[config.mk]
export PLATFORM = sky130hd
export DESIGN_NAME = lhpm_top
export DESIGN_NICKNAME = d
export VERILOG_FILES = /design/src/lhpm_pkg.sv /design/src/lhpm_top.sv /design/src/lhpm_sync2.sv /design/src/lhpm_data_map.sv
export SDC_FILE = /design/constraint.sdc
export NUM_CORES = 1
export LEC_CHECK = 0
export CORE_UTILIZATION = 60
export CTS_BUF_LIST = sky130_fd_sc_hd__clkbuf_4
export CTS_CLUSTER_SIZE = 8
export DETAILED_ROUTE_END_ITERATION = 8
export DONT_BUFFER_PORTS = 1
export GPL_TIMING_DRIVEN = 0
export PLACE_DENSITY = 0.79
export SYNTH_ARGS = -nofsm -noshare
export SYNTH_HDL_FRONTEND = slang
export SYNTH_HIERARCHICAL = 1
export SYNTH_SLANG_ARGS = --single-unit
[constraint.sdc]
create_clock -name i_mclk -period 2.1 [get_ports i_mclk]
set_clock_uncertainty 0.15 [all_clocks]
set_input_delay 0.315 -clock i_mclk [delete_from_list [all_inputs] [get_ports i_mclk]]
set_output_delay 0.315 -clock i_mclk [all_outputs]
set_load 0.005 [all_outputs]
[src/lhpm_pkg.sv]
package lhpm_pkg;

   // ------------------------------------------------------------
   // Register map.
   // ------------------------------------------------------------
   localparam int         ADDR_W         = 8;
   localparam logic [7:0] OFS_PANEL      = 8'h00;
   localparam logic [7:0] OFS_GPIO       = 8'h04;
   localparam logic [7:0] OFS_GPO        = 8'h08;
   localparam logic [7:0] OFS_STATUS     = 8'h0C;
   localparam int         PANEL_MODE_LSB = 0;
   localparam int         PANEL_USB_BIT  = 4;
   localparam int         PANEL_EN_BIT   = 5;
   localparam int         GPIO_DIR_LSB   = 16;
   localparam int         STAT_MODE_LSB  = 8;
   localparam int         STAT_GPIN_LSB  = 12;
   localparam logic [5:0] PANEL_RESET    = 6'h00;
   localparam logic [7:0] GPIO_RESET     = 8'h00;
   localparam logic [10:0] GPO_RESET     = 11'h000;

   // ------------------------------------------------------------
   // Strap fields.
   // ------------------------------------------------------------
   localparam int STRAP_BUS_LSB  = 0;
   localparam int STRAP_ENDIAN   = 4;
   localparam int STRAP_WAIT_POL = 5;
   localparam int STRAP_CLK_DIV  = 6;

   typedef enum logic [3:0] {
      MODE_MONO4   = 4'h0,
      MODE_MONO8   = 4'h1,
      MODE_COL4    = 4'h2,
      MODE_COL8F1  = 4'h3,
      MODE_COL8F2  = 4'h4,
      MODE_COL16   = 4'h5,
      MODE_TFT9    = 4'h6,
      MODE_TFT12   = 4'h7,
      MODE_TFT18   = 4'h8,
      MODE_REFL    = 4'h9,
      MODE_ALT     = 4'hA,
      MODE_TFT2    = 4'hB,
      MODE_TFT3    = 4'hC,
      MODE_TFT4_18 = 4'hD,
      MODE_TFT4_12 = 4'hE,
      MODE_TFT4_9  = 4'hF
   } lhpm_mode_t;

   typedef enum logic [2:0] {
      BUS_SH       = 3'h0,
      BUS_M68K_A   = 3'h1,
      BUS_M68K_B   = 3'h2,
      BUS_GEN_A    = 3'h3,
      BUS_GEN_B    = 3'h4,
      BUS_NOWAIT   = 3'h5,
      BUS_M68K_LIT = 3'h6,
      BUS_RSVD     = 3'h7
   } lhpm_bus_t;

   typedef struct packed {
      logic frame;
      logic line;
      logic shift;
      logic shift2;
      logic ac_mod;
      logic ready;
      logic invert;
   } lhpm_timing_t;

   typedef struct packed {
      logic        frame_pulse;
      logic        line_pulse;
      logic        pixel_shift_clock;
      logic        data_ready_out;
      logic [17:0] panel_data_pins;
   } lhpm_panel_t;

   typedef struct packed {
      logic addr0;
      logic byte_high_enable_n;
      logic upper_data_strobe_n;
      logic lower_data_strobe_n;
      logic data_strobe_n;
   } lhpm_lanes_t;

   typedef struct packed {
      lhpm_bus_t bus;
      logic      big_endian;
      logic      wait_high;
      logic      clk_div2;
   } lhpm_cfg_t;

endpackage

[src/lhpm_top.sv]
// Implementation choices: the placing of the registers and the plain strobed port.
`timescale 1ns/1ps
module lhpm_top (
   input  wire logic                  i_mclk,
   input  wire logic                  i_reset,
   // Register port.
   input  wire logic [7:0]            i_addr,
   input  wire logic [31:0]           i_wr_data,
   input  wire logic                  i_wr,
   input  wire logic                  i_rd,
   output logic      [31:0]           o_rd_data,
   // Internal display pipeline, same clock.
   input  wire lhpm_pkg::lhpm_timing_t i_timing,
   input  wire logic [17:0]           i_pixel,
   input  wire logic [3:0]            i_panel_strobe,
   input  wire logic [9:0]            i_type3_ctrl,
   // Internal USB core, same clock.
   input  wire logic                  i_usb_pullup_ctrl,
   input  wire logic [1:0]            i_usb_line_out,
   input  wire logic [1:0]            i_usb_line_drive,
   output logic                       o_usb_cable_detect,
   output logic      [1:0]            o_usb_line_in,
   // Panel pins.
   output lhpm_pkg::lhpm_panel_t      o_panel,
   output logic      [10:0]           o_general_output_pin,
   // General purpose two-way pins.
   input  wire logic [7:0]            i_gpio_in,
   output logic      [7:0]            o_gpio_out,
   output logic      [7:0]            o_gpio_oe_n,
   // Host bus pins and straps.
   input  wire logic [6:0]            i_config_straps,
   input  wire logic                  i_host_ab0,
   input  wire logic                  i_host_we1_n,
   output lhpm_pkg::lhpm_lanes_t      o_lanes,
   output lhpm_pkg::lhpm_cfg_t        o_cfg
);

   // ------------------------------------------------------------
   // State.
   // ------------------------------------------------------------
   typedef struct packed {
      logic [5:0]            panel_cfg;
      lhpm_pkg::lhpm_mode_t  act_mode;
      logic                  act_en;
      logic                  act_usb;
      logic [7:0]            gpio_dout;
      logic [7:0]            gpio_dir;
      logic [10:0]           general_output_pin;
      logic [6:0]            straps;
      logic                  cfg_taken;
      logic                  frame_prev;
      lhpm_pkg::lhpm_panel_t panel;
      logic [10:0]           gpo_out;
      logic [7:0]            gpio_out;
      logic [7:0]            gpio_oe_n;
      logic                  usb_detect;
      logic [1:0]            usb_line_in;
      lhpm_pkg::lhpm_lanes_t lanes;
      lhpm_pkg::lhpm_cfg_t   cfg;
      logic [31:0]           rd_data;
   } lhpm_top_state_t;

   lhpm_top_state_t st;
   lhpm_top_state_t next_st;

   // ------------------------------------------------------------
   // Pin synchronisers and data map.
   // ------------------------------------------------------------
   logic [16:0] pin_sync;
   logic [7:0]  gpio_sync;
   logic [6:0]  strap_sync;
   logic        ab0_sync;
   logic        we1_n_sync;
   logic [17:0] mapped;

   lhpm_sync2 #(
      .W (17)
   ) u_sync (
      .i_mclk  (i_mclk),
      .i_async ({i_gpio_in, i_config_straps, i_host_ab0, i_host_we1_n}),
      .o_sync  (pin_sync)
   );

   assign gpio_sync  = pin_sync[16:9];
   assign strap_sync = pin_sync[8:2];
   assign ab0_sync   = pin_sync[1];
   assign we1_n_sync = pin_sync[0];

   // The map follows the active mode only, so data pins move with the strobes.
   lhpm_data_map u_map (
      .i_mode  (st.act_mode),
      .i_pixel (i_pixel),
      .o_pins  (mapped)
   );

   // ------------------------------------------------------------
   // Next-state logic.
   // ------------------------------------------------------------
   logic                 frame_rise;
   lhpm_pkg::lhpm_mode_t req_mode;
   lhpm_pkg::lhpm_mode_t m;
   logic                 strobe_mode;
   logic                 ign_a0;

   assign frame_rise = i_timing.frame & ~st.frame_prev;
   assign req_mode   = lhpm_pkg::lhpm_mode_t'(st.panel_cfg[lhpm_pkg::PANEL_MODE_LSB +: 4]);
   assign m          = st.act_mode;
   assign strobe_mode = (m == lhpm_pkg::MODE_REFL) || (m == lhpm_pkg::MODE_ALT)
                     || (m == lhpm_pkg::MODE_TFT2) || (m == lhpm_pkg::MODE_TFT3);
   assign ign_a0     = (st.cfg.bus == lhpm_pkg::BUS_GEN_A) || (st.cfg.bus == lhpm_pkg::BUS_SH)
                     || (st.cfg.bus == lhpm_pkg::BUS_NOWAIT)
                     || (st.cfg.bus == lhpm_pkg::BUS_M68K_LIT);

   always_comb
   begin
      next_st            = st;
      next_st.frame_prev = i_timing.frame;

      // Register writes.
      if (i_wr)
      begin
         case (i_addr)
            lhpm_pkg::OFS_PANEL:
            begin
               next_st.panel_cfg = i_wr_data[5:0];
            end
            lhpm_pkg::OFS_GPIO:
            begin
               next_st.gpio_dout = i_wr_data[7:0];
               next_st.gpio_dir  = i_wr_data[lhpm_pkg::GPIO_DIR_LSB +: 8];
            end
            lhpm_pkg::OFS_GPO:
            begin
               next_st.general_output_pin = i_wr_data[10:0];
            end
            default:
            begin
               next_st.general_output_pin = st.general_output_pin;
            end
         endcase
      end

      // Read data stand for one cycle only; unmapped words read zero.
      next_st.rd_data = 32'h0000_0000;
      if (i_rd)
      begin
         case (i_addr)
            lhpm_pkg::OFS_PANEL:
            begin
               next_st.rd_data[5:0] = st.panel_cfg;
            end
            lhpm_pkg::OFS_GPIO:
            begin
               next_st.rd_data[7:0]                       = st.gpio_dout;
               next_st.rd_data[lhpm_pkg::GPIO_DIR_LSB +: 8] = st.gpio_dir;
            end
            lhpm_pkg::OFS_GPO:
            begin
               next_st.rd_data[10:0] = st.general_output_pin;
            end
            lhpm_pkg::OFS_STATUS:
            begin
               next_st.rd_data[6:0]                         = st.straps;
               next_st.rd_data[lhpm_pkg::STAT_MODE_LSB +: 4] = st.act_mode;
               next_st.rd_data[lhpm_pkg::STAT_GPIN_LSB +: 8] = gpio_sync;
            end
            default:
            begin
               next_st.rd_data = 32'h0000_0000;
            end
         endcase
      end

      // Straps are caught once, on the first cycle after reset release.
      // The synchroniser is not reset, so it already holds the strap level.
      if (!st.cfg_taken)
      begin
         next_st.cfg_taken      = 1'b1;
         next_st.straps         = strap_sync;
         next_st.cfg.bus        = lhpm_pkg::lhpm_bus_t'(strap_sync[lhpm_pkg::STRAP_BUS_LSB +: 3]);
         next_st.cfg.big_endian = strap_sync[lhpm_pkg::STRAP_ENDIAN];
         next_st.cfg.wait_high  = strap_sync[lhpm_pkg::STRAP_WAIT_POL];
         next_st.cfg.clk_div2   = strap_sync[lhpm_pkg::STRAP_CLK_DIV];
      end

      // A new mode takes effect at a frame start, or at once while the
      // panel is off; switching mid-frame would tear a line on the glass.
      if (!st.act_en || frame_rise)
      begin
         next_st.act_mode = req_mode;
         next_st.act_en   = st.panel_cfg[lhpm_pkg::PANEL_EN_BIT];
      end
      next_st.act_usb = st.panel_cfg[lhpm_pkg::PANEL_USB_BIT];

      // Panel timing pins; TFT panels reuse the same three pins.
      next_st.panel.frame_pulse       = st.act_en & i_timing.frame;
      next_st.panel.line_pulse        = st.act_en & i_timing.line;
      next_st.panel.pixel_shift_clock = st.act_en & i_timing.shift;
      // Data is registered in the same stage as the shift clock, so the
      // component on each pin is the one seen at its first shift edge.
      next_st.panel.panel_data_pins = st.act_en ? mapped : 18'h0_0000;

      // Ready pin carries modulation, second shift, ready or invert; it is held low in MODE_REFL and MODE_ALT.
      case (m)
         lhpm_pkg::MODE_MONO4, lhpm_pkg::MODE_MONO8, lhpm_pkg::MODE_COL4:
         begin
            next_st.panel.data_ready_out = i_timing.ac_mod;
         end
         lhpm_pkg::MODE_COL8F1:
         begin
            next_st.panel.data_ready_out = i_timing.shift2;
         end
         lhpm_pkg::MODE_COL8F2, lhpm_pkg::MODE_COL16:
         begin
            next_st.panel.data_ready_out = i_timing.ac_mod;
         end
         lhpm_pkg::MODE_REFL, lhpm_pkg::MODE_ALT:
         begin
            next_st.panel.data_ready_out = 1'b0;
         end
         lhpm_pkg::MODE_TFT2, lhpm_pkg::MODE_TFT3:
         begin
            next_st.panel.data_ready_out = i_timing.invert;
         end
         default:
         begin
            next_st.panel.data_ready_out = i_timing.ready;
         end
      endcase
      if (!st.act_en)
      begin
         next_st.panel.data_ready_out = 1'b0;
      end

      // General outputs; type 3 TFT takes over bits 1 to 10.
      next_st.gpo_out = st.general_output_pin;
      if (st.act_en && m == lhpm_pkg::MODE_TFT3)
      begin
         next_st.gpo_out[10:1] = i_type3_ctrl;
      end

      // GPIO pins: software direction decides the driver except for USB; the borrowed
      // pins only change their source, so a missing direction write
      // leaves them undriven rather than fighting the panel.
      for (int i = 0; i < 8; i++)
      begin
         next_st.gpio_out[i]  = st.gpio_dout[i];
         next_st.gpio_oe_n[i] = ~st.gpio_dir[i];
      end
      if (st.act_en && strobe_mode)
      begin
         next_st.gpio_out[3:0] = i_panel_strobe;
      end

      // USB borrows pins 4 to 7.
      next_st.usb_detect  = st.act_usb & gpio_sync[5];
      next_st.usb_line_in = st.act_usb ? gpio_sync[7:6] : 2'b00;
      if (st.act_usb)
      begin
         next_st.gpio_out[4]    = i_usb_pullup_ctrl;
         next_st.gpio_oe_n[4]   = 1'b0;
         next_st.gpio_out[5]    = 1'b0;
         next_st.gpio_oe_n[5]   = 1'b1;
         next_st.gpio_out[7:6]  = i_usb_line_out;
         next_st.gpio_oe_n[7:6] = ~i_usb_line_drive;
      end

      // Host lane reinterpretation; strobes idle high.
      next_st.lanes.addr0               = ign_a0 ? 1'b0 : ab0_sync;
      next_st.lanes.byte_high_enable_n  = 1'b1;
      next_st.lanes.upper_data_strobe_n = 1'b1;
      next_st.lanes.lower_data_strobe_n = 1'b1;
      next_st.lanes.data_strobe_n       = 1'b1;
      case (st.cfg.bus)
         lhpm_pkg::BUS_GEN_B:
         begin
            next_st.lanes.byte_high_enable_n = we1_n_sync;
         end
         lhpm_pkg::BUS_M68K_A:
         begin
            next_st.lanes.upper_data_strobe_n = we1_n_sync;
            next_st.lanes.lower_data_strobe_n = ab0_sync;
            next_st.lanes.addr0               = 1'b0;
         end
         lhpm_pkg::BUS_M68K_B:
         begin
            // Sixteen data pins sit on the host's upper lanes when 32 wide.
            next_st.lanes.data_strobe_n = we1_n_sync;
         end
         default:
         begin
            next_st.lanes.data_strobe_n = 1'b1;
         end
      endcase

      // Synchronous reset; straps are re-taken after release.
      if (i_reset)
      begin
         next_st            = '0;
         next_st.panel_cfg  = lhpm_pkg::PANEL_RESET;
         next_st.gpio_dout  = lhpm_pkg::GPIO_RESET;
         next_st.gpio_dir   = lhpm_pkg::GPIO_RESET;
         next_st.general_output_pin        = lhpm_pkg::GPO_RESET;
         next_st.gpo_out    = lhpm_pkg::GPO_RESET;
         next_st.gpio_oe_n  = 8'hFF;
         next_st.lanes      = 5'h0F;
      end
   end

   // ------------------------------------------------------------
   // State register.
   // ------------------------------------------------------------
   always_ff @(posedge i_mclk)
   begin
      st <= next_st;
   end

   // All outputs come straight from the state register.
   assign o_rd_data            = st.rd_data;
   assign o_panel              = st.panel;
   assign o_general_output_pin = st.gpo_out;
   assign o_gpio_out           = st.gpio_out;
   assign o_gpio_oe_n          = st.gpio_oe_n;
   assign o_usb_cable_detect   = st.usb_detect;
   assign o_usb_line_in        = st.usb_line_in;
   assign o_lanes              = st.lanes;
   assign o_cfg                = st.cfg;

endmodule // lhpm_top

[src/lhpm_sync2.sv]
`timescale 1ns/1ps
module lhpm_sync2 #(
   parameter int W = 1
) (
   input  wire logic         i_mclk,
   input  wire logic [W-1:0] i_async,
   output logic      [W-1:0] o_sync
);

   // Two stages; the first is read only by the second.
   typedef struct packed {
      logic [W-1:0] s1;
      logic [W-1:0] s2;
   } lhpm_sync_state_t;

   lhpm_sync_state_t st;
   lhpm_sync_state_t next_st;

   // No reset: a pin level is not control state.
   always_comb
   begin
      next_st    = st;
      next_st.s1 = i_async;
      next_st.s2 = st.s1;
   end

   always_ff @(posedge i_mclk)
   begin
      st <= next_st;
   end

   assign o_sync = st.s2;

endmodule // lhpm_sync2

[src/lhpm_data_map.sv]
`timescale 1ns/1ps
module lhpm_data_map (
   input  wire lhpm_pkg::lhpm_mode_t i_mode,
   input  wire logic [17:0]          i_pixel,
   output logic      [17:0]          o_pins
);

   // Pixel word: red 17:12, green 11:6, blue 5:0 for TFT; D15..D0 for passive.
   logic [2:0][5:0] col;

   assign col = {i_pixel[5:0], i_pixel[11:6], i_pixel[17:12]};

   // Pin mapping; every pin not assigned below stays low.
   always_comb
   begin
      o_pins = 18'h0_0000;
      case (i_mode)
         lhpm_pkg::MODE_MONO4, lhpm_pkg::MODE_COL4:
         begin
            o_pins[7:4] = i_pixel[3:0];
         end
         lhpm_pkg::MODE_MONO8, lhpm_pkg::MODE_COL8F1, lhpm_pkg::MODE_COL8F2:
         begin
            o_pins[7:0] = i_pixel[7:0];
         end
         lhpm_pkg::MODE_COL16:
         begin
            o_pins[3:0]   = i_pixel[3:0];
            o_pins[7:4]   = i_pixel[11:8];
            o_pins[11:8]  = i_pixel[7:4];
            o_pins[15:12] = i_pixel[15:12];
         end
         lhpm_pkg::MODE_TFT9, lhpm_pkg::MODE_TFT4_9:
         begin
            for (int c = 0; c < 3; c++)
            begin
               for (int k = 0; k < 3; k++)
               begin
                  o_pins[c*3+k] = col[c][5-k];
               end
            end
         end
         lhpm_pkg::MODE_TFT12, lhpm_pkg::MODE_TFT4_12:
         begin
            for (int c = 0; c < 3; c++)
            begin
               for (int k = 0; k < 3; k++)
               begin
                  o_pins[c*3+k] = col[c][5-k];
               end
               o_pins[9+c*3] = col[c][2];
            end
         end
         default:
         begin
            // All 18-bit TFT variants share one map.
            for (int c = 0; c < 3; c++)
            begin
               for (int k = 0; k < 3; k++)
               begin
                  o_pins[c*3+k]   = col[c][5-k];
                  o_pins[9+c*3+k] = col[c][2-k];
               end
            end
         end
      endcase
   end

endmodule // lhpm_data_map

==> summary.txt <==
Status
  – Status: finished, final reports clean

Clock tree
  – H-tree levels: 4
  – Num Clock Sinks: 163
  – Root Buffer: clkbuf_4
  – Clock buffer depth: 2
  – Reg clk slew, reported paths: 0.12 ns
  – CTS tree: done
  – CTS Buf Count: 17
  – Clock latency on the worst-skew pair: 0.55 ns

STA
  – Final setup viols: 0
  – Max Clock Freq: 0.481 GHz
  – Worst Tran Pin Value: around 0.62 ns
  – Pins Over Slew Limit: 0
  – Final setup TNS: 0 ns
  – Tcrit/Tclk final: 99.1%
  – Final Worst Setup Slack: 0.0190 ns
  – Max_slew headroom: 58.5%
  – RSZ-0062 raised after global routing: false
  – Post-layout minimum cycle time: roughly 2.1 ns
  – Final hold viol count: 0

Logic synthesis
  – Synth top area share: approximately half
  – Avg Cell Area, Syn: 10.5 sq um
  – Synth Warn #: 6
  – EDFF count, synth: 0
  – Synth cell count leaders: dfxtp_1, buf_4, nor2_1
  – Seq/Total Area, Yosys: 51.4%
  – Cell variety after synth: 50
  – Number of synthesized register bits: between 150 and 200
  – Synthesized area: 6350 sq um
  – Ys async rst share: 0%
  – Ys flop type: dfxtp_1
  – Most common cell in the synthesized netlist: dfxtp_1
  – Top cells by area, synth: dfxtp_1, buf_4, mux2i_1, nor2_1, and2_1
  – Synth area leader: dfxtp_1
  – Number of cells produced by synthesis: about 610

GRT
  – Met3 Use GR: 8.98%
  – Routing usage on met1: 33.0%
  – Tot GR Track Use: ~30%
  – Pin count of the biggest net entering global routing: 17
  – Number of global-route vias before repair: 4,735
  – Initial antenna violation count: 0
  – M2 GR Usage: around half
  – Remaining global-route overflow: 0
  – Most Crowded Layer GR: met2
  – First-pass GRT wire length: between 20,000 and 25,000 microns

Die
  – Die ar.: 11,000 sq um
  – Boundary Pins: 200
  – Initial Util: between 60% and 70%
  – Rows: 37
  – Core Region: between 10,000 and 15,000 sq um
  – Die W: around 100 microns
  – Die H: around 100 microns

Placed design
  – Number of buffers inserted by port buffering: 0
  – Post-Place Setup Slack: -0.0114 ns
  – DPL Wire Length: slightly below 10,000 microns
  – RePlAce Congestion: 0.801

Min path
  – Hold EP: st[142]
  – Worst Hold Launch: i_addr[2]
  – Hold depth: 4
  – Hold crit path type: primary input to flip-flop

Power and ir drop
  – Pwr dens: 671 nW/um^2
  – Peak VDD IR: 601 uV
  – Pleak: 3.64 nW
  – Tot Pwr: 5.24 mW

Route
  – Routed Wire Length: 15,700 microns
  – Vias per cell: 5.24
  – DR WL/cell: around 18 microns
  – Vias post-DR: about 4,600
  – DRC: 0
  – Initial DRC count: about 230
  – Drt pass-1 iters: 5
  – DRT antenna net count: 0

Worst setup path
  – CP Data Required Time: 2.44 ns
  – CP arrival: 2.42 ns
  – Worst reg2reg path depth: 6
  – Worst r2r src: m[2]
  – Max FO, Critical Path: 9
  – Worst R2R End: o_panel[2]
  – R2R Setup Slk: 0.02 ns
  – WS Path Type: flip-flop to flip-flop
  – Setup crit start: m[2]
  – CP Launch Type: flip-flop
  – Crit end category: flip-flop

Cells and area
  – Final core utilization: roughly 76%
  – Layout cell share with drive strength beyond 1: 21.7%
  – # nets final: 834
  – N_diodes: 0
  – Fillcell total: slightly below 700
  – Layout area overhead: 22.8%

Flow run
  – Total of max-cap violations: 0
-- registers in the layout (all words and copies together) (netlist names) --
| register | flops |
|---|---|
| o_panel | 22 |
| u_sync/next_st | 17 |
| o_gpio_out | 8 |
| o_lanes | 5 |
| m | 4 |
| o_gpio_oe_n | 8 |
| req_mode | 4 |
| u_sync/o_sync | 17 |
| st | 40 |
| o_usb_cable_detect | 1 |
| o_rd_data | 24 |
| o_usb_line_in | 2 |
| o_general_output_pin | 11 |
-- layout by cell type (no fill, tap or decap), types with 3 or more instances in the layout --
| cell type | count |
|---|---|
| dfxtp_1 | 161 |
| buf_4 | 98 |
| dlygate4sd3_1 | 96 |
| nor2_1 | 79 |
| mux2i_1 | 72 |
| and2_1 | 36 |
| clkbuf_4 | 20 |
| nand2_1 | 14 |
| clkbuf_1 | 13 |
| o21ai_1 | 13 |
| a22oi_1 | 10 |
| and3_1 | 9 |
| nand3_1 | 8 |
| conb_1 | 8 |
| nor2b_1 | 7 |
| mux4_2 | 6 |
| buf_6 | 6 |
| nand4_1 | 6 |
| buf_2 | 5 |
| a21oi_1 | 5 |
| clkinv_1 | 5 |
| inv_1 | 4 |
| clkinv_2 | 4 |
| a22o_1 | 4 |
| nor3b_2 | 3 |
| o21ai_0 | 3 |
| mux2_2 | 3 |
| a21o_1 | 3 |
| nor3b_1 | 3 |
| a211oi_1 | 3 |
-- cells by family after synthesis --
| kind of cell | share of synthesized area, % |
|---|---|
| AOI/OAI and AO/OA | 5.38 |
| xor gates and xnor gates | 0.276 |
| buffers and inverters | 14.2 |
| DFF | 51.4 |
| muxes | 14.0 |
| other | 0.0590 |
| and+or+nand+nor | 14.7 |
-- report_power, final --
part           internal [mW]  switching (mW)
Combinational          0.178           0.139
Sequential              3.14          0.0200
Clock                  0.730            1.03
-- routing by layer --
layer,up-vias,share of wire (%)
met3,40,6.7
met5,-,0
met1,2170,40
met4,0,2.7
li1,2174,-
met2,214,51
-- what timing repair did --
action	CTS	global route
buffers inserted	0	2
resized for setup	0	4
endpoints found under the setup margin	0	11
hold buffers	96	0
endpoints found under the hold margin	104	0
-- stage by stage --
step	hold WS [ns]	instance area [sq um]	cells
2_1_floorplan	0.160	6380	612
3_3_place_gp	0.160	6550	748
3_5_place_dp	0.162	6550	748
4_1_cts	-0.0325	7770	876
5_1_grt	0.0102	7800	878
6_report	0.0503	7800	878
-- worst max-delay path: stages, from the launching register on --
cell and delay, ns:
dfxtp_2 0.40, buf_6 0.16, nor3b_2 0.37, a22oi_1 0.10, dlygate4sd3_1 0.58, o21ai_1 0.10
and2_1 0.16
-- worst max path at each step --
stage,endpoint,slack (ns),depth (start not counted)
global placement,st[125],0.03,4
finish,o_panel[2],0.02,6
CTS,st[118],0.01,6
global route,o_panel[2],0.0004,6
floorplan,o_gpio_out[0],0.49,5
detailed placement,st[118],-0.01,4
-- area by class of cell --
class,count,area (sq um),share of cell area (%)
plain buffers,125,887,11.4
well taps,136,170,2.18
repair buffers,98,988,12.7
multi-input cells,319,2210,28.3
flip-flops and latches,163,3270,41.8
inverters,5,18.8,0.241
clock buffers,20,150,1.92
clock inverters,12,113,1.44
(Power assumes the default switching activity.)
